[config.mk]
export PLATFORM = sky130hd
export DESIGN_NAME = dtd_decoder
export DESIGN_NICKNAME = d
export VERILOG_FILES = /design/src/rtl/dtd_pkg.sv /design/src/rtl/dtd_cycle_rom.sv /design/src/rtl/dtd_decoder.sv
export SDC_FILE = /design/constraint.sdc
export NUM_CORES = 1
export LEC_CHECK = 0
export BUFFER_PORTS_ARGS = -buffer_cell sky130_fd_sc_hd__buf_2
export CORE_MARGIN = 1
export CORE_UTILIZATION = 35
export CTS_CLUSTER_SIZE = 28
export DETAILED_ROUTE_END_ITERATION = 10
export GPL_ROUTABILITY_DRIVEN = 0
export GPL_TIMING_DRIVEN = 0
export SLEW_MARGIN = 20
export SYNTH_ARGS = -nofsm -noshare
export SYNTH_HDL_FRONTEND = slang
export SYNTH_SLANG_ARGS = --single-unit
[constraint.sdc]
create_clock -name clk_sys -period 3.7 [get_ports clk_sys]
set_input_delay 0.185 -clock clk_sys [delete_from_list [all_inputs] [get_ports clk_sys]]
set_output_delay 0.185 -clock clk_sys [all_outputs]
set_load 0.02 [all_outputs]
[src/rtl/dtd_pkg.sv]
package dtd_pkg;
  // operation classes handed to the execution unit
  typedef enum logic [4:0] {
    DTD_NONE, DTD_MOVE_RM_TO_R, DTD_MOVE_R_TO_RM, DTD_MOVE_IMM_RM,
    DTD_MOVE_IMM_R, DTD_MOVE_MEM_ACC, DTD_MOVE_ACC_MEM, DTD_MOVE_TO_SEG,
    DTD_MOVE_FROM_SEG, DTD_PUSH_MEM, DTD_PUSH_REG, DTD_PUSH_SEG,
    DTD_PUSH_IMM, DTD_STACK_STORE_ALL, DTD_POP_MEM, DTD_POP_REG,
    DTD_POP_SEG, DTD_STACK_LOAD_ALL, DTD_SWAP_RM, DTD_SWAP_ACC,
    DTD_IN_FIXED, DTD_IN_VAR, DTD_OUT_FIXED, DTD_OUT_VAR,
    DTD_TABLE_TRANSLATE, DTD_LOAD_EA, DTD_LOAD_FAR_DS, DTD_LOAD_FAR_ES,
    DTD_FLAGS_TO_HIGH_ACC, DTD_HIGH_ACC_TO_FLAGS, DTD_STORE_FLAGS,
    DTD_LOAD_FLAGS
  } dtd_op_type;

  // memory operand field value meaning register operand
  localparam logic [1:0] MODE_REGISTER = 2'h3;
  // extra clocks per word memory transfer on the narrow bus
  localparam logic [7:0] WORD_PENALTY = 8'h04;
  // cycle table: index = op, two entries per bus width: reg form, mem form
  localparam int TABLE_DEPTH = 32;
  localparam int TABLE_BITS = 5;
  // star flag, one bit per op class: narrow-bus counts given for byte
  // transfers (moves to/from reg/mem and accumulator, swap rm, ports)
  localparam logic [31:0] STAR_MASK = 32'h00F4_0066;
endpackage : dtd_pkg

[src/rtl/dtd_cycle_rom.sv]
`timescale 1ns/100ps
// cycle-count table, registered read; entries {w16 reg, w16 mem, w8 reg,
// w8 mem}, one byte each
module dtd_cycle_rom (
  input wire logic clk_sys,
  input wire logic [4:0] rd_addr,
  output logic [31:0] rd_data
);
  logic [31:0] rom [0:dtd_pkg::TABLE_DEPTH-1]; // constant contents

  // table is constant; kept apart so the decoder stays pure logic
  always_comb begin
    for (int i = 0; i < dtd_pkg::TABLE_DEPTH; i++) begin
      rom[i] = 32'h0000_0000;
    end
    rom[1] = 32'h0209_0209;   // reg/mem to reg
    rom[2] = 32'h020C_020C;   // reg to reg/mem
    rom[3] = 32'h0C0D_0C0D;   // immediate to reg/mem
    rom[4] = 32'h0304_0304;   // immediate to reg
    rom[5] = 32'h0808_0808;   // memory to accumulator
    rom[6] = 32'h0909_0909;   // accumulator to memory
    rom[7] = 32'h0209_020D;   // to segment
    rom[8] = 32'h020B_020F;   // from segment
    rom[9] = 32'h1010_1414;
    rom[10] = 32'h0A0A_0E0E;
    rom[11] = 32'h0909_0D0D;
    rom[12] = 32'h0A0A_0E0E;
    rom[13] = 32'h2424_4444;
    rom[14] = 32'h1414_1818;
    rom[15] = 32'h0A0A_0E0E;
    rom[16] = 32'h0808_0C0C;
    rom[17] = 32'h3333_5353;
    rom[18] = 32'h0411_0411;
    rom[19] = 32'h0303_0303;
    rom[20] = 32'h0A0A_0A0A;
    rom[21] = 32'h0808_0808;
    rom[22] = 32'h0909_0909;
    rom[23] = 32'h0707_0707;
    rom[24] = 32'h0B0B_0F0F;
    rom[25] = 32'h0606_0606;
    rom[26] = 32'h1212_1A1A;
    rom[27] = 32'h1212_1A1A;
    rom[28] = 32'h0202_0202;
    rom[29] = 32'h0303_0303;
    rom[30] = 32'h0909_0D0D;
    rom[31] = 32'h0808_0C0C;
  end

  // registered read data
  always_ff @(posedge clk_sys) begin
    rd_data <= rom[rd_addr];
  end
endmodule : dtd_cycle_rom

[src/rtl/dtd_decoder.sv]
`timescale 1ns/100ps
// What this block does
// [RULE_01] 8E plus mode byte: move into segment
// [RULE_02] 8C plus mode byte: move from segment
// [RULE_03] D7 alone: table translate, 11 or 15
// [RULE_04] 8D: load effective address, 6 clocks
// [RULE_05] C5 memory only: far pointer, data segment
// [RULE_06] C4 memory only: far pointer, extra segment
// [RULE_07] 9F: flags to high accumulator, 2
// [RULE_08] 9E: high accumulator to flags, 3
// [RULE_09] narrow bus word memory transfer adds 4
// [RULE_10] low width bit: zero byte, one word
// [RULE_11] other moves, stack, swap, ports decoded with counts
module dtd_decoder (
  clk_sys,
  reset_n,
  narrow_bus,
  q_valid,
  q_byte0,
  q_byte1,
  q_ready,
  dec_valid,
  dec_op,
  dec_word,
  dec_mem,
  dec_illegal,
  dec_clocks
);
  input wire logic clk_sys; // processor clock
  input wire logic reset_n; // synchronous reset, active low
  input wire logic narrow_bus; // 1: 8-bit bus variant
  input wire logic q_valid; // queue presents opcode (and mode byte)
  input wire logic [7:0] q_byte0; // opcode byte
  input wire logic [7:0] q_byte1; // mode byte when opcode needs one
  output logic q_ready; // decoder takes the bytes
  output logic dec_valid; // result valid pulse
  output dtd_pkg::dtd_op_type dec_op; // decoded operation
  output logic dec_word; // word operand
  output logic dec_mem; // memory operand
  output logic dec_illegal; // forbidden form: unknown opcode, bad mode byte field, or register form where memory required
  output logic [7:0] dec_clocks; // minimum clock count

  dtd_pkg::dtd_op_type op_d; // combinational class
  logic word_d; // width bit
  logic mem_d; // memory form
  logic illegal_d; // forbidden form
  logic has_modrm; // opcode carries a mode byte
  logic stage_q; // rom read pending
  logic narrow_q; // bus width at take time
  logic [31:0] rom_data; // cycle table entry
  logic [7:0] base_clk; // chosen count

  // one decode per two cycles: rom read takes one extra cycle
  assign q_ready = !stage_q;

  // opcode decode: class only; width and mode byte follow from the class
  always_comb begin
    op_d = dtd_pkg::DTD_NONE;
    casez (q_byte0)
      8'b1000_101?: op_d = dtd_pkg::DTD_MOVE_RM_TO_R; // [RULE_11]
      8'b1000_100?: op_d = dtd_pkg::DTD_MOVE_R_TO_RM; // [RULE_11]
      8'b1100_011?: op_d = dtd_pkg::DTD_MOVE_IMM_RM; // [RULE_11]
      8'b1011_????: op_d = dtd_pkg::DTD_MOVE_IMM_R; // [RULE_11]
      8'b1010_000?: op_d = dtd_pkg::DTD_MOVE_MEM_ACC; // [RULE_11]
      8'b1010_001?: op_d = dtd_pkg::DTD_MOVE_ACC_MEM; // [RULE_11]
      8'b1000_1110: op_d = dtd_pkg::DTD_MOVE_TO_SEG; // [RULE_01]
      8'b1000_1100: op_d = dtd_pkg::DTD_MOVE_FROM_SEG; // [RULE_02]
      8'b1111_1111: op_d = dtd_pkg::DTD_PUSH_MEM; // [RULE_11]
      8'b0101_0???: op_d = dtd_pkg::DTD_PUSH_REG; // [RULE_11]
      8'b000?_?110: op_d = dtd_pkg::DTD_PUSH_SEG; // [RULE_11]
      8'b0110_10?0: op_d = dtd_pkg::DTD_PUSH_IMM; // [RULE_11]
      8'b0110_0000: op_d = dtd_pkg::DTD_STACK_STORE_ALL; // [RULE_11]
      8'b1000_1111: op_d = dtd_pkg::DTD_POP_MEM; // [RULE_11]
      8'b0101_1???: op_d = dtd_pkg::DTD_POP_REG; // [RULE_11]
      8'b000?_?111: begin
        // code segment cannot be popped
        if (q_byte0[4:3] != 2'h1) begin
          op_d = dtd_pkg::DTD_POP_SEG; // [RULE_11]
        end
      end
      8'b0110_0001: op_d = dtd_pkg::DTD_STACK_LOAD_ALL; // [RULE_11]
      8'b1000_011?: op_d = dtd_pkg::DTD_SWAP_RM; // [RULE_11]
      8'b1001_0???: op_d = dtd_pkg::DTD_SWAP_ACC; // [RULE_11]
      8'b1110_010?: op_d = dtd_pkg::DTD_IN_FIXED; // [RULE_11]
      8'b1110_110?: op_d = dtd_pkg::DTD_IN_VAR; // [RULE_11]
      8'b1110_011?: op_d = dtd_pkg::DTD_OUT_FIXED; // [RULE_11]
      8'b1110_111?: op_d = dtd_pkg::DTD_OUT_VAR; // [RULE_11]
      8'b1101_0111: op_d = dtd_pkg::DTD_TABLE_TRANSLATE; // [RULE_03]
      8'b1000_1101: op_d = dtd_pkg::DTD_LOAD_EA; // [RULE_04]
      8'b1100_0101: op_d = dtd_pkg::DTD_LOAD_FAR_DS; // [RULE_05]
      8'b1100_0100: op_d = dtd_pkg::DTD_LOAD_FAR_ES; // [RULE_06]
      8'b1001_1111: op_d = dtd_pkg::DTD_FLAGS_TO_HIGH_ACC; // [RULE_07]
      8'b1001_1110: op_d = dtd_pkg::DTD_HIGH_ACC_TO_FLAGS; // [RULE_08]
      8'b1001_1100: op_d = dtd_pkg::DTD_STORE_FLAGS; // [RULE_11]
      8'b1001_1101: op_d = dtd_pkg::DTD_LOAD_FLAGS; // [RULE_11]
      default: op_d = dtd_pkg::DTD_NONE;
    endcase
  end

  // width bit and mode byte presence, derived from the class
  always_comb begin
    has_modrm = 1'b0;
    word_d = 1'b1;
    case (op_d)
      // width bit in the low opcode bit, mode byte follows
      dtd_pkg::DTD_MOVE_RM_TO_R, dtd_pkg::DTD_MOVE_R_TO_RM,
      dtd_pkg::DTD_MOVE_IMM_RM, dtd_pkg::DTD_SWAP_RM: begin
        has_modrm = 1'b1;
        word_d = q_byte0[0]; // [RULE_10]
      end
      // width bit in the low opcode bit, no mode byte
      dtd_pkg::DTD_MOVE_MEM_ACC, dtd_pkg::DTD_MOVE_ACC_MEM,
      dtd_pkg::DTD_IN_FIXED, dtd_pkg::DTD_IN_VAR,
      dtd_pkg::DTD_OUT_FIXED, dtd_pkg::DTD_OUT_VAR: begin
        word_d = q_byte0[0]; // [RULE_10]
      end
      // immediate to register keeps its width bit beside the register
      dtd_pkg::DTD_MOVE_IMM_R: begin
        word_d = q_byte0[3]; // [RULE_10]
      end
      // word-only forms with a mode byte
      dtd_pkg::DTD_MOVE_TO_SEG, dtd_pkg::DTD_MOVE_FROM_SEG,
      dtd_pkg::DTD_PUSH_MEM, dtd_pkg::DTD_POP_MEM,
      dtd_pkg::DTD_LOAD_EA, dtd_pkg::DTD_LOAD_FAR_DS,
      dtd_pkg::DTD_LOAD_FAR_ES: begin
        has_modrm = 1'b1;
      end
      // byte-sized or unknown: no word transfer to charge
      dtd_pkg::DTD_NONE, dtd_pkg::DTD_TABLE_TRANSLATE,
      dtd_pkg::DTD_FLAGS_TO_HIGH_ACC,
      dtd_pkg::DTD_HIGH_ACC_TO_FLAGS: begin
        word_d = 1'b0;
      end
      // stack and accumulator swap forms move whole words
      default: begin
        word_d = 1'b1;
      end
    endcase
  end

  // memory form and illegal forms of the mode byte
  always_comb begin
    mem_d = has_modrm && (q_byte1[7:6] != dtd_pkg::MODE_REGISTER);
    illegal_d = 1'b0;
    // segment moves need a zero ahead of the register field
    if ((op_d == dtd_pkg::DTD_MOVE_TO_SEG ||
         op_d == dtd_pkg::DTD_MOVE_FROM_SEG) && q_byte1[5]) begin
      illegal_d = 1'b1; // [RULE_01] [RULE_02]
    end
    // far pointer loads need a memory operand
    if ((op_d == dtd_pkg::DTD_LOAD_FAR_DS ||
         op_d == dtd_pkg::DTD_LOAD_FAR_ES) && !mem_d) begin
      illegal_d = 1'b1; // [RULE_05] [RULE_06]
    end
    // push/pop memory need fixed sub-op field
    if (op_d == dtd_pkg::DTD_PUSH_MEM && q_byte1[5:3] != 3'h6) begin
      illegal_d = 1'b1;
    end
    if ((op_d == dtd_pkg::DTD_POP_MEM || op_d == dtd_pkg::DTD_MOVE_IMM_RM)
        && q_byte1[5:3] != 3'h0) begin
      illegal_d = 1'b1;
    end
    if (op_d == dtd_pkg::DTD_NONE) begin
      illegal_d = 1'b1;
    end
  end

  // rom address is the op class; entry read next cycle
  dtd_cycle_rom u_rom (
    .clk_sys(clk_sys),
    .rd_addr(op_d),
    .rd_data(rom_data)
  );

  // capture stage: latch decode results while rom reads
  always_ff @(posedge clk_sys) begin
    if (!reset_n) begin
      stage_q <= 1'b0;
      narrow_q <= 1'b0;
      dec_op <= dtd_pkg::DTD_NONE;
      dec_word <= 1'b0;
      dec_mem <= 1'b0;
      dec_illegal <= 1'b0;
    end else begin
      stage_q <= q_valid && !stage_q;
      if (q_valid && !stage_q) begin
        narrow_q <= narrow_bus;
        dec_op <= op_d;
        dec_word <= word_d;
        dec_mem <= mem_d;
        dec_illegal <= illegal_d;
      end
    end
  end

  // pick the entry for bus width and operand form
  always_comb begin
    case ({narrow_q, dec_mem})
      2'b00: base_clk = rom_data[31:24];
      2'b01: base_clk = rom_data[23:16];
      2'b10: base_clk = rom_data[15:8];
      default: base_clk = rom_data[7:0];
    endcase
  end

  // result stage; word memory transfers on the narrow bus cost extra
  always_ff @(posedge clk_sys) begin
    if (!reset_n) begin
      dec_valid <= 1'b0;
      dec_clocks <= 8'h00;
    end else begin
      dec_valid <= stage_q;
      if (stage_q) begin
        // accumulator and port forms always touch memory or a port
        if (narrow_q && dec_word && dtd_pkg::STAR_MASK[dec_op] &&
            (dec_mem || dec_op == dtd_pkg::DTD_MOVE_MEM_ACC ||
             dec_op == dtd_pkg::DTD_MOVE_ACC_MEM ||
             dec_op >= dtd_pkg::DTD_IN_FIXED)) begin
          dec_clocks <= base_clk + dtd_pkg::WORD_PENALTY; // [RULE_09]
        end else begin
          dec_clocks <= base_clk;
        end
      end
    end
  end
endmodule : dtd_decoder

# Yosys cells after proc, flatten, opt, wreduce, memory -nomap -nowiden
# Memories as Yosys holds them, arrays and structs flattened. A register that Yosys moved wholly into a read port is not among the register bits.
# Index checks and enable logic that the tools add are counted.
# totals
regBits,19
latch_bits,0
ramBits,0
rom_bits,1056
input_bits,20
output_inout_bits,18
mem_count,2
# memory_table
name,words,width,read_ports,rd_clocked_by_memory_dff,write_ports,line_no,rtl
(no name shown),32,32,1,1,0,dtd_cycle_rom.sv:51,rd_data <= rom[rd_addr];
(no name shown),32,1,1,1,0,dtd_decoder.sv:215,if (narrow_q && dec_word && dtd_pkg::STAR_MASK[dec_op] &&
# classes
addsub,1
n_mul,0
div_mod_pow,0
order_cmp,2
n_eq_ne,59
n_shift,0
muxes,14
n_bitwise,1
n_reduce_logical,23
# op_table
cell,n
one-hot mux 5 bit (31 select lines),1
== test 8 bit (second input constant),12
== test 7 bit (second input constant),10
== test 5 bit (second input constant),12
== test 5 x 3 -> 1 bit (second input constant),6
== test 5 x 4 -> 1 bit (second input constant),5
one-hot mux 8 bit (3 select lines),1
== test 8 x 7 -> 1 bit (second input constant),2
2-to-1 mux 5 bit,3
== test 6 x 3 -> 1 bit (second input constant),2
OR reduction 11 bit,1
== test 5 x 2 -> 1 bit (second input constant),2
OR reduction 10 bit,1
logical AND 1 bit,9
adder 8 x 3 -> 8 bit (second input constant),1
2-to-1 mux 8 bit,1
== test 7 x 6 -> 1 bit (second input constant),1
2-to-1 mux 1 bit,7
logical OR 1 bit,6
< comparator 5 x 6 -> 1 bit (second input constant),1
NOT 5 -> 6 bit,1
== test 5 x 1 -> 1 bit (second input constant),1
>= comparator 5 bit (second input constant),1
logical NOT 5 bit,1
11 further kinds,12

# Logic depth before layout (Yosys ltp)
# depth
word_depth,13
ltp_mapped,15
mapped_depth_nobuf,12

# Modules after synthesis
# From an unflattened synthesis, not the netlist that was laid out.
# unflattened
hier_cells,364
area_unflattened_um2,3070.4
# modules_own_cells
mod,instances,cells_each,area_per_inst_um2,seq_area_each_um2
dtd_decoder,1,227,1874.3,400.4
dtd_cycle_rom,1,137,1196.1,300.3

# Worst setup path before layout
# No wires, ideal clock.
# synth_path
path_type,input to register
startpoint,in q_byte0[6]
endpoint,reg dec_word
setup_ns,0.122
t_arrival_ns,2.557
t_required_ns,3.578
slack_ns,1.021
stages,12
path_buffers,2
path_cell_list,buf_2 -> buf_2 -> nor3b_1 -> o21ai_0 -> a211oi_1 -> nor4_2 -> inv_1 -> ha_1 -> or2_2 -> a32oi_1 -> nand4b_1 -> o311a_1
# synth_via
elab_chain_cells,5
word_cells_on_any_way,50
# synth_rtl
element,line_no,rtl
"start, declared",dtd_decoder.sv:33,input wire logic [7:0] q_byte0;
"== test 8 bit, or another cell as far along",dtd_decoder.sv:59,casez (q_byte0)
one-hot mux 5 bit (31 select lines) (*),dtd_decoder.sv:59,
via op_d[1],dtd_decoder.sv:43,dtd_pkg::dtd_op_type op_d;
"== test 5 x 2 -> 1 bit, or another cell as far along",dtd_decoder.sv:104,case (op_d)
OR reduction 10 bit (no source line) / OR reduction 4 bit (equally long branches),-,
one-hot mux 1 bit (3 select lines) (*),dtd_decoder.sv:104,
"end signal, assigned",dtd_decoder.sv:189,dec_word <= word_d;
"end, declared",dtd_decoder.sv:38,output logic dec_word;
# Mark *: on every way through the listed nets, which the timed path passes. The rest lies on a longest branch.
# A chain may end at the register's enable or synchronous reset.

# Worst setup path after layout
# Same ends and word-level chain as after synthesis.

==> results.json <==
{
  "status": "complete, no violations",
  "period_share": 0.878,
  "layout_commonest_cell": "buf_2",
  "port_buffers": 33,
  "synth_sequential_area_ratio": 0.262,
  "drv_cap": 0,
  "required_ns": 3.87,
  "drv_slew": 0,
  "boundaryPins": 38,
  "postLayoutCoreUtil": 0.419,
  "gr-total-overflow": 0,
  "syn_nets": 373,
  "root_buffer": "clkbuf_8",
  "fin_crit_ns": 3.25,
  "grt_usage": 0.198,
  "wl_per_cell_um": 15.3,
  "avgSynthCellArea_um2": 7.74,
  "fin_nets": 413,
  "cts_tree": "built",
  "max-slew-margin-rel": 0.207,
  "via_per_inst": 5.77,
  "syn_to_final_growth_pct": 15.0,
  "critPathLaunchType": "primary input",
  "nFillCells": 776,
  "synth_area_um2": 2670,
  "syn_inst": 345,
  "clock_insertion_delay_worst_skew_ns": 0.29,
  "worst_clock_skew_ns": 0.00587,
  "start_util": 0.364,
  "synth.area.top_cells": "dfxtp_1 (26%), nor2_1 (5.2%), o21ai_0 (4.3%)",
  "ys.flop_type": "dfxtp_1",
  "cp-end-kind": "flip-flop",
  "netlist.area_leader.share": 0.262,
  "postSynthRegisterBits": 35,
  "ant_nets": 0,
  "numCtsBuffers": 5,
  "core_area_um2": 7330,
  "hold_viol_final": 0,
  "num_vias": 2800,
  "setup_viol_count_final": 0,
  "synth_edf_count": 0,
  "antenna_found_initial": 0,
  "yosysUniqueCellTypes": 74,
  "cts_buffer_depth": 2,
  "synth_top_area_cell": "dfxtp_1",
  "die_area_um2": 7990,
  "fmax_ghz": 0.308,
  "worst_pin_slew_ns": 1.18,
  "ctsHtreeMaxLevel": 2,
  "async_flop_share": 0,
  "die_w_um": 89.4,
  "grt_max_degree": 13,
  "drc": 0,
  "power_leakage_uw": 0.00125,
  "worstPathArrival_ns": 3.42,
  "rsz0062_at_grt": "no",
  "grt_pass1_vias": 2571,
  "cts_hold_repair.buffers": 0,
  "crit_fanout": 10,
  "clkTransAtPathRegs_ns": 0.07,
  "dp_hpwl_um": 5660,
  "ir_worst_vdd_uv": 161,
  "power-per-cell-area_nw_per_um2": 347,
  "drt_wl_total_um": 7430,
  "grt_pass1_wl_um": 12300,
  "drt_pre_antenna_iters": 5,
  "clock_sinks": 35,
  "yosys_warnings": 0,
  "drt_iter0_drc": 268,
  "die-height_um": 89.4,
  "diodes": 0,
  "final_cell_mix": "buf_2 (49), nor2_1 (37), dfxtp_1 (35), o21ai_0 (23)",
  "post-cts-setup-buffers": 0,
  "tns_ns": 0,
  "drive_gt1_frac": 0.220,
  "ctsResizeCount": 0,
  "hp-class": "in -> reg",
  "crit_type": "in -> reg",
  "rows": 31
}
[per-stage QoR]
step	cells	setup WS, ns	area, um^2	total power, uW	hold WS (ns)
5_1_grt	485	0.235	3070	1130	0.160
3_3_place_gp	477	0.305	2960	730	0.437
4_1_cts	485	0.582	3070	1070	0.136
2_1_floorplan	345	1.02	2670	650	0.307
3_5_place_dp	477	0.289	2960	733	0.439
6_report	485	0.451	3070	1070	0.147
[critical path, stage by stage]
cell,delay [ns]
buf_2,0.09
buf_2,0.18
buf_2,0.24
nor3b_1,0.07
o21ai_0,0.14
a211oi_1,0.10
nor4_2,0.99
inv_1,0.26
ha_1,0.35
or2_2,0.33
a32oi_1,0.22
nand4b_1,0.11
o311a_1,0.14
[synthesized netlist by cell type, types with 3 or more instances]
master / n
nor4_1: 3
nor2_1: 37
and3_1: 3
buf_2: 16
ha_1: 8
nand2b_1: 4
clkbuf_1: 8
nor2b_1: 8
or2_2: 5
and3b_1: 3
a211oi_1: 10
nand3_1: 15
inv_1: 13
a21o_1: 6
nand2_1: 21
mux2i_1: 6
nand4_1: 5
a31oi_1: 8
o21ai_0: 23
a311oi_1: 3
dfxtp_1: 35
or3_1: 3
nor3_1: 5
a221oi_1: 4
o22ai_1: 4
a21oi_1: 21
nand3b_1: 5
and2_1: 5
[report_power, final]
| group | internal [uW] | switching (uW) |
|---|---|---|
| sequential | 413 | 14.7 |
| clock | 200 | 139 |
| combinational | 115 | 185 |
[metal layers]
layer | share of wire | GRT usage | vias up
met1 | 0.46 | 0.256 | 1310
met2 | 0.47 | 0.336 | 112
met3 | 0.050 | 0.0203 | 17
met4 | 0.023 | 0.0794 | 0
met5 | 0 | 0 | -
li1 | - | - | 1361
[sequential cells by signal, indices dropped and copies added, names as in the netlist, named ones only]
name           cells
stage_q            1
u_rom.rd_data     15
dec_mem            1
dec_op             5
dec_illegal        1
narrow_q           1
dec_word           1
dec_valid          1
dec_clocks         8
[final timing paths]
| kind | start | endpoint | slack (ns) | cells after the start |
|---|---|---|---|---|
| setup / recovery | q_byte0[6] | dec_word$_SDFFE_PN0P_ | 0.45 | 13 |
| hold / removal | narrow_bus | narrow_q$_SDFFE_PN0P_ | 0.15 | 3 |
| setup reg to reg | stage_q$_SDFF_PN0_ | flip-flop | 1.37 | 8 |
| hold reg to reg | dec_clocks[4]$_SDFFE_PN0P_ | dec_clocks[4]$_SDFFE_PN0P_ | 0.46 | 2 |
[logic make-up after synthesis]
group                      count (synthesis)  share of synthesized area
buffers and inverters                     42                     0.0735
adders and majority gates                  8                     0.0375
DFF                                       35                      0.262
AOI/OAI and AO/OA                        109                      0.284
and+or+nand+nor                          140                      0.292
xor gates and xnor gates                   2                    0.00656
muxes                                      9                     0.0436
[final cells by class]
| class | instances | area (um^2) | share of cell area |
|---|---|---|---|
| buffer | 27 | 140 | 0.0456 |
| clock buffer | 5 | 68.8 | 0.0224 |
| clock inverter | 3 | 43.8 | 0.0143 |
| inverter | 15 | 56.3 | 0.0183 |
| multi-input combinational | 268 | 1770 | 0.577 |
| sequential | 35 | 701 | 0.228 |
| tap | 99 | 124 | 0.0403 |
| timing repair buffer | 33 | 165 | 0.0537 |
(Power assumes the default switching activity.)
